[src/common/flfp_pkg.sv]
`default_nettype none
package flfp_pkg;
	// ====================================================================
	// Register map (byte addresses)
	localparam logic [7:0] ADR_CMD = 8'h00;
	localparam logic [7:0] ADR_RDATA = 8'h04;
	localparam logic [7:0] ADR_STATUS = 8'h08;
	localparam logic [7:0] ADR_CFG = 8'h0c;
	// Command word fields
	localparam int CMD_OP_LSB = 0;
	localparam int CMD_ADR_LSB = 8;
	localparam int CMD_DAT_LSB = 16;
	// ====================================================================
	// Opcodes
	localparam logic [7:0] OP_CHIP_ERASE = 8'h8a;
	localparam logic [7:0] OP_LOAD = 8'h51;
	localparam logic [7:0] OP_WR_CODE = 8'h50;
	localparam logic [7:0] OP_WR_CODE_AE = 8'h70;
	localparam logic [7:0] OP_RD_CODE = 8'h30;
	localparam logic [7:0] OP_WR_DATA = 8'hd0;
	localparam logic [7:0] OP_WR_DATA_AE = 8'hd2;
	localparam logic [7:0] OP_RD_DATA = 8'hb0;
	localparam logic [7:0] OP_WR_SIG = 8'h52;
	localparam logic [7:0] OP_WR_SIG_AE = 8'h72;
	localparam logic [7:0] OP_RD_SIG = 8'h32;
	localparam logic [7:0] OP_WR_FUSE = 8'he1;
	localparam logic [7:0] OP_WR_FUSE_AE = 8'hf1;
	localparam logic [7:0] OP_RD_FUSE = 8'h61;
	localparam logic [7:0] OP_WR_LOCK = 8'he4;
	localparam logic [7:0] OP_RD_LOCK = 8'h64;
	// ====================================================================
	// Byte values
	localparam logic [7:0] BYTE_ERASED = 8'hff;
	localparam logic [7:0] BYTE_CLEARED = 8'h00;
	localparam logic [7:0] POLL_ERASE = 8'h7f;
	localparam logic [7:0] MSB_MASK = 8'h80;
	// ====================================================================
	// Fuse row and lock row
	localparam int NUM_FUSES = 12;
	localparam int NUM_LOCKS = 2;
	localparam int FUSE_CS_LO = 0;
	localparam int FUSE_CS_HI = 1;
	localparam int FUSE_SUT_LO = 2;
	localparam int FUSE_SUT_HI = 3;
	localparam int FUSE_RST_PIN = 4;
	localparam int FUSE_BROWNOUT = 5;
	localparam int FUSE_DEBUG = 6;
	localparam int FUSE_SERIAL_PROG = 7;
	localparam int FUSE_SIG_PROG = 8;
	localparam int FUSE_TRISTATE = 9;
	localparam int FUSE_DEBUG_IF = 10;
	localparam int FUSE_APP_WRITE = 11;
	localparam logic [NUM_FUSES-1:0] FUSE_RESET = 12'hfff;
	localparam logic [NUM_LOCKS-1:0] LOCK_RESET = 2'b11;
	// ====================================================================
	// Status and configuration bit positions
	localparam int STAT_BUSY = 0;
	localparam int STAT_REFUSED = 1;
	localparam int STAT_LVL_LSB = 2;
	localparam int STAT_ERASE = 4;
	localparam int CFG_CLK_LSB = 0;
	localparam int CFG_SUT_LSB = 2;
	localparam int CFG_RST_PIN = 4;
	localparam int CFG_BROWNOUT = 5;
	localparam int CFG_DEBUG = 6;
	localparam int CFG_SERIAL_ANY = 7;
	localparam int CFG_SIG_WR = 8;
	localparam int CFG_TRISTATE = 9;
	localparam int CFG_APP_WR = 10;
	// ====================================================================
	// Wake-up delays in microseconds, indexed by startup select
	localparam logic [15:0] SUT_CRYSTAL_OSCILLATOR_US [4] = '{16'h03e8, 16'h07d0, 16'h0fa0, 16'h3e80};
	localparam logic [15:0] SUT_OTHER_US [4] = '{16'h0010, 16'h0200, 16'h03e8, 16'h0fa0};
	// ====================================================================
	// Enumerations
	typedef enum logic [1:0] {
		CLK_CRYSTAL_OSCILLATOR_HS = 2'b00,
		CLK_CRYSTAL_OSCILLATOR_LS = 2'b01,
		CLK_EXTERNAL_CLOCK_INPUT = 2'b10,
		CLK_INTERNAL_RC_OSCILLATOR = 2'b11
	} flfp_clk_e;
	typedef enum logic [1:0] {
		PROT_NONE = 2'b00,
		PROT_L1 = 2'b01,
		PROT_L2 = 2'b10,
		PROT_L3 = 2'b11
	} flfp_lvl_e;
	typedef enum logic [1:0] {
		ST_IDLE = 2'b00,
		ST_PROG = 2'b01,
		ST_ERASE = 2'b10
	} flfp_st_e;
	localparam logic [1:0] SP_CODE = 2'd0;
	localparam logic [1:0] SP_DATA = 2'd1;
	localparam logic [1:0] SP_SIG = 2'd2;
endpackage
`default_nettype wire

[src/design/flfp_top.sv]
// Function
// - During programming, reading the last written byte returns it with MSB inverted.
// - During erase, polling reads return 7Fh since expected value is FFh.
// - Polling reference is the last byte loaded, not highest page address.
// - Two lock bytes, each either FFh unprogrammed or 00h programmed.
// - Only chip erase restores lock bytes to FFh.
// - Level from lock bytes: FF/FF level 1, 00/FF level 2, 00/00 level 3.
// - Level 2 rejects external programming of all spaces, signature and fuses.
// - Level 3 adds blocked code/data reads and disabled debug; fuses, signatures readable.
// - Application self-writes ignore the lock level.
// - Writing 00h clears a fuse; writing FFh leaves it unchanged.
// - Fuses return to FFh only via row erase by auto-erase fuse write.
// - All fuses default to FFh.
// - Two clock-source fuses select crystal high/low speed, external clock or RC.
// - Two startup fuses select wake-up delay per clock source class.
// - Reset-pin fuse FFh keeps pin as reset, 00h makes it general I/O.
// - Brown-out fuse FFh enables detector, 00h disables it.
// - Debug fuse inverted: FFh disables debug, 00h enables it.
// - Serial-programming fuse picks entry anytime or only at power-on reset.
// - Port-start fuse FFh tristates ports after reset, 00h quasi-bidirectional.
// - Clock-source and startup fuse changes apply only after power-on reset.
// - Reset-pin and serial-programming fuse changes apply when session ends with pin high.
// - Each fuse/lock address holds one bit; only 00h or FFh data used.
// - Auto-erase fuse write opcode F1h erases and rewrites the fuse row.
// - Signature writes accepted only while signature-programming fuse is enabled.
`default_nettype none
module flfp_top
	import flfp_pkg::*;
#(
	parameter int MEM_AW = 4,
	parameter int PROG_CYCLES = 64,
	parameter int ERASE_CYCLES = 128
) (
	input wire logic core_clk_i,
	input wire logic rst_n_i,
	input wire logic wb_cyc_i,
	input wire logic wb_stb_i,
	input wire logic wb_we_i,
	input wire logic [7:0] wb_adr_i,
	input wire logic [3:0] wb_sel_i,
	input wire logic [31:0] wb_dat_i,
	output logic [31:0] wb_dat_o,
	output logic wb_ack_o,
	input wire logic rst_pin_n_i,
	input wire logic app_wr_i,
	input wire logic [1:0] app_space_i,
	input wire logic [MEM_AW-1:0] app_addr_i,
	input wire logic [7:0] app_data_i,
	output logic busy_o,
	output logic [1:0] protection_level_o,
	output logic [1:0] clock_source_sel_o,
	output logic [1:0] startup_delay_sel_o,
	output logic [15:0] startup_delay_us_o,
	output logic reset_pin_enable_o,
	output logic brownout_detector_enable_o,
	output logic on_chip_debug_enable_o,
	output logic serial_programming_mode_anytime_o,
	output logic ports_tristate_o,
	output logic user_sig_write_enable_o,
	output logic application_flash_write_enable_o
);
	localparam int DEPTH = 1 << MEM_AW;
	localparam logic [15:0] PROG_LOAD = 16'(PROG_CYCLES - 1);
	localparam logic [15:0] ERASE_LOAD = 16'(ERASE_CYCLES - 1);

	// ====================================================================
	// State
	typedef struct packed {
		logic ack;
		logic [31:0] dat;
		flfp_st_e st;
		logic [15:0] cnt;
		logic [2:0][DEPTH-1:0][7:0] mem;
		logic [DEPTH-1:0][7:0] pbuf;
		logic [DEPTH-1:0] pvld;
		logic [1:0] pspace;
		logic [MEM_AW-1:0] poll_addr;
		logic [1:0] poll_space;
		logic [7:0] poll_val;
		logic [NUM_FUSES-1:0] fuse;
		logic [NUM_LOCKS-1:0] lock;
		flfp_lvl_e lvl;
		logic [31:0] cmd;
		logic [7:0] rdata;
		logic refused, last_ae;
		flfp_clk_e clk_src;
		logic [1:0] sut;
		logic [15:0] sut_us;
		logic rst_pin_en, serial_any, bod_en, dbg_en, sig_en, port_tri, app_en;
		logic applied, busy;
		logic sync1, sync2, sync3;
	} flfp_state_s;

	flfp_state_s q, n;

	logic req, wr_cmd, is_mem_wr, is_mem_rd, accept;
	logic [7:0] op, cadr, cdat, rd;
	logic [MEM_AW-1:0] ma;
	logic [1:0] sp;
	logic [31:0] status, cfg;

	// ====================================================================
	// Next state
	always_comb begin
		n = q;
		req = wb_cyc_i & wb_stb_i & ~q.ack;
		wr_cmd = req & wb_we_i & (wb_adr_i == ADR_CMD) & (&wb_sel_i[2:0]);
		op = wb_dat_i[CMD_OP_LSB +: 8];
		cadr = wb_dat_i[CMD_ADR_LSB +: 8];
		cdat = wb_dat_i[CMD_DAT_LSB +: 8];
		ma = cadr[MEM_AW-1:0];
		sp = SP_CODE;
		is_mem_wr = 1'b0;
		is_mem_rd = 1'b0;
		accept = 1'b0;
		rd = BYTE_ERASED;
		n.ack = req;
		// Pin passes two flops; third stage only feeds the edge compare
		n.sync1 = rst_pin_n_i;
		n.sync2 = q.sync1;
		n.sync3 = q.sync2;
		unique case (op)
			OP_WR_CODE, OP_WR_CODE_AE: is_mem_wr = 1'b1;
			OP_WR_DATA, OP_WR_DATA_AE: {sp, is_mem_wr} = {SP_DATA, 1'b1};
			OP_WR_SIG, OP_WR_SIG_AE: {sp, is_mem_wr} = {SP_SIG, 1'b1};
			OP_RD_CODE: is_mem_rd = 1'b1;
			OP_RD_DATA: {sp, is_mem_rd} = {SP_DATA, 1'b1};
			OP_RD_SIG: {sp, is_mem_rd} = {SP_SIG, 1'b1};
			default: sp = SP_CODE;
		endcase
		// Programming or erase cycle completion
		if (q.st != ST_IDLE) begin
			if (q.cnt == 16'h0000) begin
				if (q.st == ST_PROG) begin
					for (int i = 0; i < DEPTH; i++) begin
						if (q.pvld[i]) begin
							n.mem[q.pspace][i] = q.pbuf[i];
						end
					end
					n.pvld = '0;
				end else begin
					n.mem[SP_CODE] = {DEPTH{BYTE_ERASED}};
					n.mem[SP_DATA] = {DEPTH{BYTE_ERASED}};
					if (q.sig_en) begin
						n.mem[SP_SIG] = {DEPTH{BYTE_ERASED}};
					end
					n.lock = LOCK_RESET;
				end
				n.st = ST_IDLE;
			end else begin
				n.cnt = q.cnt - 16'h0001;
			end
		end
		// Application self-write ignores lock level
		if (app_wr_i && q.st == ST_IDLE && (app_space_i == SP_DATA || q.app_en)) begin
			n.mem[app_space_i][app_addr_i] = app_data_i;
		end
		// Command execution
		if (wr_cmd) begin
			n.cmd = wb_dat_i;
			if (op == OP_CHIP_ERASE) begin
				accept = (q.st == ST_IDLE);
				if (accept) begin
					n.st = ST_ERASE;
					n.cnt = ERASE_LOAD;
				end
			end else if (op == OP_LOAD) begin
				accept = (q.st == ST_IDLE) && (q.lvl == PROT_L1);
				if (accept) begin
					n.pbuf[ma] = cdat;
					n.pvld[ma] = 1'b1;
				end
			end else if (is_mem_wr) begin
				accept = (q.st == ST_IDLE) && (q.lvl == PROT_L1)
					&& (sp != SP_SIG || q.sig_en);
				if (accept) begin
					n.pbuf[ma] = cdat;
					n.pvld[ma] = 1'b1;
					n.pspace = sp;
					n.poll_space = sp;
					n.poll_addr = ma;
					n.poll_val = cdat;
					n.st = ST_PROG;
					n.cnt = PROG_LOAD;
				end
			end else if (is_mem_rd) begin
				accept = 1'b1;
				if (q.lvl == PROT_L3 && sp != SP_SIG) begin
					rd = BYTE_ERASED;
				end else if (q.st == ST_ERASE) begin
					rd = POLL_ERASE;
				end else if (q.st == ST_PROG && sp == q.poll_space && ma == q.poll_addr) begin
					rd = q.poll_val ^ MSB_MASK;
				end else begin
					rd = q.mem[sp][ma];
				end
				n.rdata = rd;
			end else if (op == OP_WR_FUSE || op == OP_WR_FUSE_AE) begin
				accept = (q.lvl == PROT_L1) && (cadr < 8'(NUM_FUSES));
				if (accept) begin
					// Row erase at the start of an auto-erase sweep
					if (op == OP_WR_FUSE_AE && cadr == 8'h00) begin
						n.fuse = FUSE_RESET;
					end
					if (op == OP_WR_FUSE_AE && (cadr == 8'h00 || q.last_ae)) begin
						n.fuse[cadr[3:0]] = (cdat != BYTE_CLEARED);
					end else if (cdat == BYTE_CLEARED) begin
						n.fuse[cadr[3:0]] = 1'b0;
					end
					n.last_ae = (op == OP_WR_FUSE_AE);
				end
			end else if (op == OP_WR_LOCK) begin
				// Lock writes stay open so level 2 can still go to level 3
				accept = (cadr < 8'(NUM_LOCKS));
				if (accept && cdat == BYTE_CLEARED) begin
					n.lock[cadr[0]] = 1'b0;
				end
			end else if (op == OP_RD_FUSE) begin
				accept = 1'b1;
				n.rdata = (cadr < 8'(NUM_FUSES) && !q.fuse[cadr[3:0]]) ? BYTE_CLEARED
					: BYTE_ERASED;
			end else if (op == OP_RD_LOCK) begin
				accept = 1'b1;
				n.rdata = (cadr < 8'(NUM_LOCKS) && !q.lock[cadr[0]]) ? BYTE_CLEARED
					: BYTE_ERASED;
			end
			if (op != OP_WR_FUSE && op != OP_WR_FUSE_AE) begin
				n.last_ae = 1'b0;
			end
			n.refused = ~accept;
		end
		n.busy = (n.st != ST_IDLE);
		// Protection level decode
		unique case (n.lock)
			2'b11: n.lvl = PROT_L1;
			2'b10: n.lvl = PROT_L2;
			2'b01: n.lvl = PROT_L2;
			2'b00: n.lvl = PROT_L3;
		endcase
		// Live fuse effects
		n.bod_en = q.fuse[FUSE_BROWNOUT];
		n.dbg_en = ~q.fuse[FUSE_DEBUG] & (q.lvl != PROT_L3);
		n.port_tri = q.fuse[FUSE_TRISTATE];
		n.sig_en = ~q.fuse[FUSE_SIG_PROG];
		n.app_en = ~q.fuse[FUSE_APP_WRITE];
		// Clock and startup apply once, right after power-on reset
		if (!q.applied) begin
			n.applied = 1'b1;
			n.clk_src = flfp_clk_e'({q.fuse[FUSE_CS_HI], q.fuse[FUSE_CS_LO]});
			n.sut = {q.fuse[FUSE_SUT_HI], q.fuse[FUSE_SUT_LO]};
		end
		n.sut_us = (q.clk_src[1] == 1'b0) ? SUT_CRYSTAL_OSCILLATOR_US[q.sut] : SUT_OTHER_US[q.sut];
		// Reset-pin and entry fuses apply at power-on or at session end
		if (!q.applied || (q.sync2 && !q.sync3)) begin
			n.rst_pin_en = q.fuse[FUSE_RST_PIN];
			n.serial_any = q.fuse[FUSE_SERIAL_PROG];
		end
		// Bus read mux
		status = '0;
		status[STAT_BUSY] = (q.st != ST_IDLE);
		status[STAT_REFUSED] = q.refused;
		status[STAT_LVL_LSB +: 2] = q.lvl;
		status[STAT_ERASE] = (q.st == ST_ERASE);
		cfg = '0;
		cfg[CFG_CLK_LSB +: 2] = q.clk_src;
		cfg[CFG_SUT_LSB +: 2] = q.sut;
		cfg[CFG_RST_PIN] = q.rst_pin_en;
		cfg[CFG_BROWNOUT] = q.bod_en;
		cfg[CFG_DEBUG] = q.dbg_en;
		cfg[CFG_SERIAL_ANY] = q.serial_any;
		cfg[CFG_SIG_WR] = q.sig_en;
		cfg[CFG_TRISTATE] = q.port_tri;
		cfg[CFG_APP_WR] = q.app_en;
		if (req && !wb_we_i) begin
			unique case (wb_adr_i)
				ADR_CMD: n.dat = q.cmd;
				ADR_RDATA: n.dat = {24'h00_0000, q.rdata};
				ADR_STATUS: n.dat = status;
				ADR_CFG: n.dat = cfg;
				default: n.dat = 32'h0000_0000;
			endcase
		end
	end

	// ====================================================================
	// Registers; nonvolatile rows start erased at power-on
	always_ff @(posedge core_clk_i or negedge rst_n_i) begin
		if (!rst_n_i) begin
			q <= '0;
			q.mem <= {(3 * DEPTH){BYTE_ERASED}};
			q.fuse <= FUSE_RESET;
			q.lock <= LOCK_RESET;
			q.lvl <= PROT_L1;
			q.clk_src <= CLK_INTERNAL_RC_OSCILLATOR;
			q.sut <= 2'b11;
			q.sut_us <= SUT_OTHER_US[3];
			{q.rst_pin_en, q.serial_any, q.bod_en, q.port_tri} <= 4'hf;
			{q.sync1, q.sync2, q.sync3} <= 3'h7;
		end else begin
			q <= n;
		end
	end

	assign wb_ack_o = q.ack;
	assign wb_dat_o = q.dat;
	assign busy_o = q.busy;
	assign protection_level_o = q.lvl;
	assign clock_source_sel_o = q.clk_src;
	assign startup_delay_sel_o = q.sut;
	assign startup_delay_us_o = q.sut_us;
	assign reset_pin_enable_o = q.rst_pin_en;
	assign brownout_detector_enable_o = q.bod_en;
	assign on_chip_debug_enable_o = q.dbg_en;
	assign serial_programming_mode_anytime_o = q.serial_any;
	assign ports_tristate_o = q.port_tri;
	assign user_sig_write_enable_o = q.sig_en;
	assign application_flash_write_enable_o = q.app_en;
endmodule // flfp_top
`default_nettype wire

[config.mk]
export PLATFORM = sky130hd
export DESIGN_NAME = flfp_top
export DESIGN_NICKNAME = d
export VERILOG_FILES = /design/src/common/flfp_pkg.sv /design/src/design/flfp_top.sv
export SDC_FILE = /design/constraint.sdc
export NUM_CORES = 2
export LEC_CHECK = 0
export BUFFER_PORTS_ARGS = -buffer_cell sky130_fd_sc_hd__clkbuf_2
export CELL_PAD_IN_SITES_DETAIL_PLACEMENT = 1
export CELL_PAD_IN_SITES_GLOBAL_PLACEMENT = 1
export CORE_MARGIN = 3
export CORE_UTILIZATION = 53
export CTS_CLUSTER_SIZE = 16
export DETAILED_ROUTE_END_ITERATION = 7
export PLACE_DENSITY_LB_ADDON = 0.1
export SYNTH_ARGS = -nofsm -noshare
export SYNTH_HDL_FRONTEND = slang
export SYNTH_SLANG_ARGS = --single-unit
[constraint.sdc]
create_clock -name core_clk_i -period 5.3 [get_ports core_clk_i]
set_clock_uncertainty 0.15 [all_clocks]
set_input_delay 0.795 -clock core_clk_i [delete_from_list [all_inputs] [get_ports core_clk_i]]
set_output_delay 0.795 -clock core_clk_i [all_outputs]
set_load 0.005 [all_outputs]
==> results.toml <==
[power_and_ir_drop]
comb_power_share = 0.050
powerDensity_mw_per_mm2 = 290
switching_share = 0.243
leakage_nw = 16.4
seq_power_share = 0.473
p_clk_frac = 0.478
vdd_ir_drop_max_mv = 0.185
total_power_mw = 11.0
p_sw_mw = 2.67
p_int_mw = 8.31

[timing]
min_period_ns = 4.49
min_period_over_period = 0.847
rsz0062_at_grt = "false"
slew_headroom = 0.284
hold_violations = 0
fmax_mhz = 223
setup_viol = 0
final-max-slew-violation-count = 0
worstMarginPinSlew_ns = 1.07
tns_ns = 0

[global_routing]
grtUsageMet2 = 0.598
track_usage = 0.381
grt_start_max_net_pins = 125
use_met3 = 0.0846
grt_pass1_wl_um = 195000
busiest_layer = "met2"
grt_pass1_vias = 31373
grt_use_met1 = 0.486
antenna_found_initial = 6
grt_overflow = 0

[layout]
area_growth_pct = 10.4
drive_gt1_frac = 0.287
nNetsFinal = 3508
final_cells = 4352
fill_cells = 6951

[route]
drc = 0
vias = 29609
routed_via_density = 6.80
routed_wirelength_um = 130000
drtAntennaViolNets = 0
drt_first_iter_violations = 3303
first_pass_iters = 6
routedWlPerCell_um = 29.9

[floorplan]
core.rowCount = 92
core_area_sq_mm = 0.0635
die_w_um = 260
pin_count = 128
die_y_um = 260
die-area_sq_mm = 0.0677
initial_core_util = 0.539

[place]
dp_hpwl_um = 87100
port_buffers = 121
dp_cells = 4210
gp_congestion = 0.952

[yosys]
synth_warnings = 0
synth_top_area_frac = 0.319
synth_area_leaders = "dfstp_2, dfrtp_1, mux2_2"
avgSynthCellArea_sq_um = 9.95
syn_inst = 3443
synth_top_area_cell = "dfstp_2"
ys_types = 69
synth.area.mux_share = 0.143
synth_seq_area_share = 0.510
synth_top_family_by_area = "compound AO/OA/AOI/OAI gates"
synth_commonest_cells = "nand2_1, dfstp_2, nor2_1"
synthXorXnorAreaFrac = 0.00537
synth_ff_type = "dfstp_2"
async_flop_share = 1.00
synth_edf_count = 0
synthSimpleGateAreaFrac = 0.134
ys_seq_elements = 677
synth_fa_ha_area_frac = 0.000730
synth_compound_area_frac = 0.167
netlist_area_sq_mm = 0.0343
synth_most_common_cell = "nand2_1"

[flow_run]
maxCapViolations = 0

[cts]
ctsResizeCount = 0
cts_setup_buffers = 0
clk_latency_ns = 0.63
clockBufferDepth = 3
cts_root_buf = "clkbuf_16"
cts_max_level = 3
numCtsBuffers = 75
cts_tree = "built"
postCtsHoldBufs = 0
clk_pin_slew_ns = 0.06
cts.sinks = 677

[hold_path]
min_path_type = "in -> async"

[worst_setup_path]
critPathMaxFanout = 33
required_ns = 5.70
cp-start-kind = "flip-flop"
cp.arrival_ns = 4.88
worstSetupPathType = "reg -> reg"
crit_path_end_kind = "flip-flop"

[outcome]
status = "completed"
state kept, by name, indices dropped and copies added, names as in the netlist, 2 cells and up:
register	cells
q	616
protection_level_o	2
clock_source_sel_o	2
n	4
startup_delay_us_o	10
wb_dat_o	32
startup_delay_sel_o	2
power groups by stage:
| stage | clock, mW | combinational [mW] | sequential [mW] |
|---|---|---|---|
| CTS | 5.28 | 0.533 | 5.19 |
| detailed placement | 0 | 0.531 | 5.27 |
| global route | 5.52 | 0.570 | 5.19 |
| global placement | 0 | 0.518 | 5.27 |
| floorplan | 0 | 0.203 | 5.27 |
| finish | 5.24 | 0.547 | 5.19 |
layout by cell type, fill, tap and decap left out, types with 8 or more instances in the layout:
master | netlist | final
nand2_1 | 545 | 543
dfstp_2 | 416 | 416
nor2_1 | 296 | 293
o21ai_0 | 291 | 291
o22ai_1 | 282 | 282
dfrtp_1 | 261 | 261
a21oi_1 | 251 | 251
mux2i_1 | 191 | 191
mux2_2 | 182 | 182
clkbuf_2 | 0 | 111
clkbuf_16 | 0 | 76
nand3_1 | 74 | 73
buf_4 | 54 | 68
mux4_2 | 41 | 41
clkbuf_1 | 158 | 28
a22o_1 | 26 | 26
nor3_1 | 21 | 20
nor4_1 | 20 | 20
a21o_1 | 19 | 19
a31oi_1 | 19 | 19
inv_1 | 15 | 15
xnor2_1 | 15 | 15
nor2b_1 | 16 | 14
o41ai_1 | 14 | 14
clkbuf_8 | 0 | 14
o22a_1 | 13 | 13
a21oi_2 | 11 | 11
nand4_1 | 10 | 10
nor3_4 | 10 | 10
nand2b_1 | 10 | 9
and3_1 | 9 | 9
or2_2 | 8 | 8
buf_2 | 17 | 8
buf_12 | 0 | 8
final timing paths:
kind | slack [ns] | cells past startpoint | from | endpoint
worst max-delay path | 0.81 | 12 | q[634] | q[625]
worst min-delay path | 0.08 | 1 | rst_n_i | q[215]
worst max register to register | 0.81 | 12 | q[634] | q[625]
worst min register to register | 0.21 | 0 | n[1] | n[0]
max in group asynchronous | 3.67 | 2 | rst_n_i | q[245]
min in group core_clk_i | 0.10 | 1 | rst_pin_n_i | n[1]
logic make-up (layout without fill, tap and decap cells):
logic type,after synthesis,in the layout
xor gates and xnor gates,21,21
muxes,416,416
AOI/OAI and AO/OA,976,976
and+or+nand+nor,1055,1055
buffers and inverters,294,350
DFF,677,677
other,2,9
adders and majority gates,2,2
layer usage:
| layer | wire, um | part of all wire | vias to the layer above |
|---|---|---|---|
| li1 | - | - | 12373 |
| met2 | 59500 | 0.46 | 1549 |
| met1 | 50900 | 0.39 | 15192 |
| met4 | 8240 | 0.063 | 12 |
| met5 | 88 | 0.00068 | - |
| met3 | 11500 | 0.088 | 483 |
worst max-delay path, cell delays in order (launching register included):
cell     delay [ns]
dfrtp_1        0.41
inv_1          0.08
ha_1           0.22
or4b_2         0.59
nor3_1         0.41
nand2_1        0.26
nor2_2         0.24
buf_4          0.53
o21ai_2        0.14
buf_4          0.25
a21oi_1        0.70
o22ai_1        0.18
o21ai_0        0.23
layout make-up:
| class | count | area [sq um] | area share |
|---|---|---|---|
| Timing Repair Buffer | 196 | 1280 | 0.0339 |
| Clock inverter | 21 | 224 | 0.00592 |
| Inverter | 15 | 56.3 | 0.00149 |
| Clock buffer | 118 | 2200 | 0.0581 |
| Antenna cell | 3 | 7.51 | 0.000198 |
| Tap cell | 846 | 1060 | 0.0280 |
| Multi-Input combinational cell | 2476 | 15500 | 0.411 |
| Sequential cell | 677 | 17500 | 0.461 |
through the flow:
| step | setup WS, ns | area (sq um) | utilization | hold slack, ns |
|---|---|---|---|---|
| floorplan | 1.83 | 34300 | - | 0.195 |
| global placement | 0.644 | 35400 | 0.557 | 0.196 |
| detailed placement | 0.521 | 35400 | 0.557 | 0.202 |
| CTS | 0.940 | 37800 | 0.595 | 0.0804 |
| global route | 0.656 | 37800 | 0.595 | 0.0865 |
| finish | 0.813 | 37800 | 0.595 | 0.0762 |
Power figures use the tool's default switching activity.
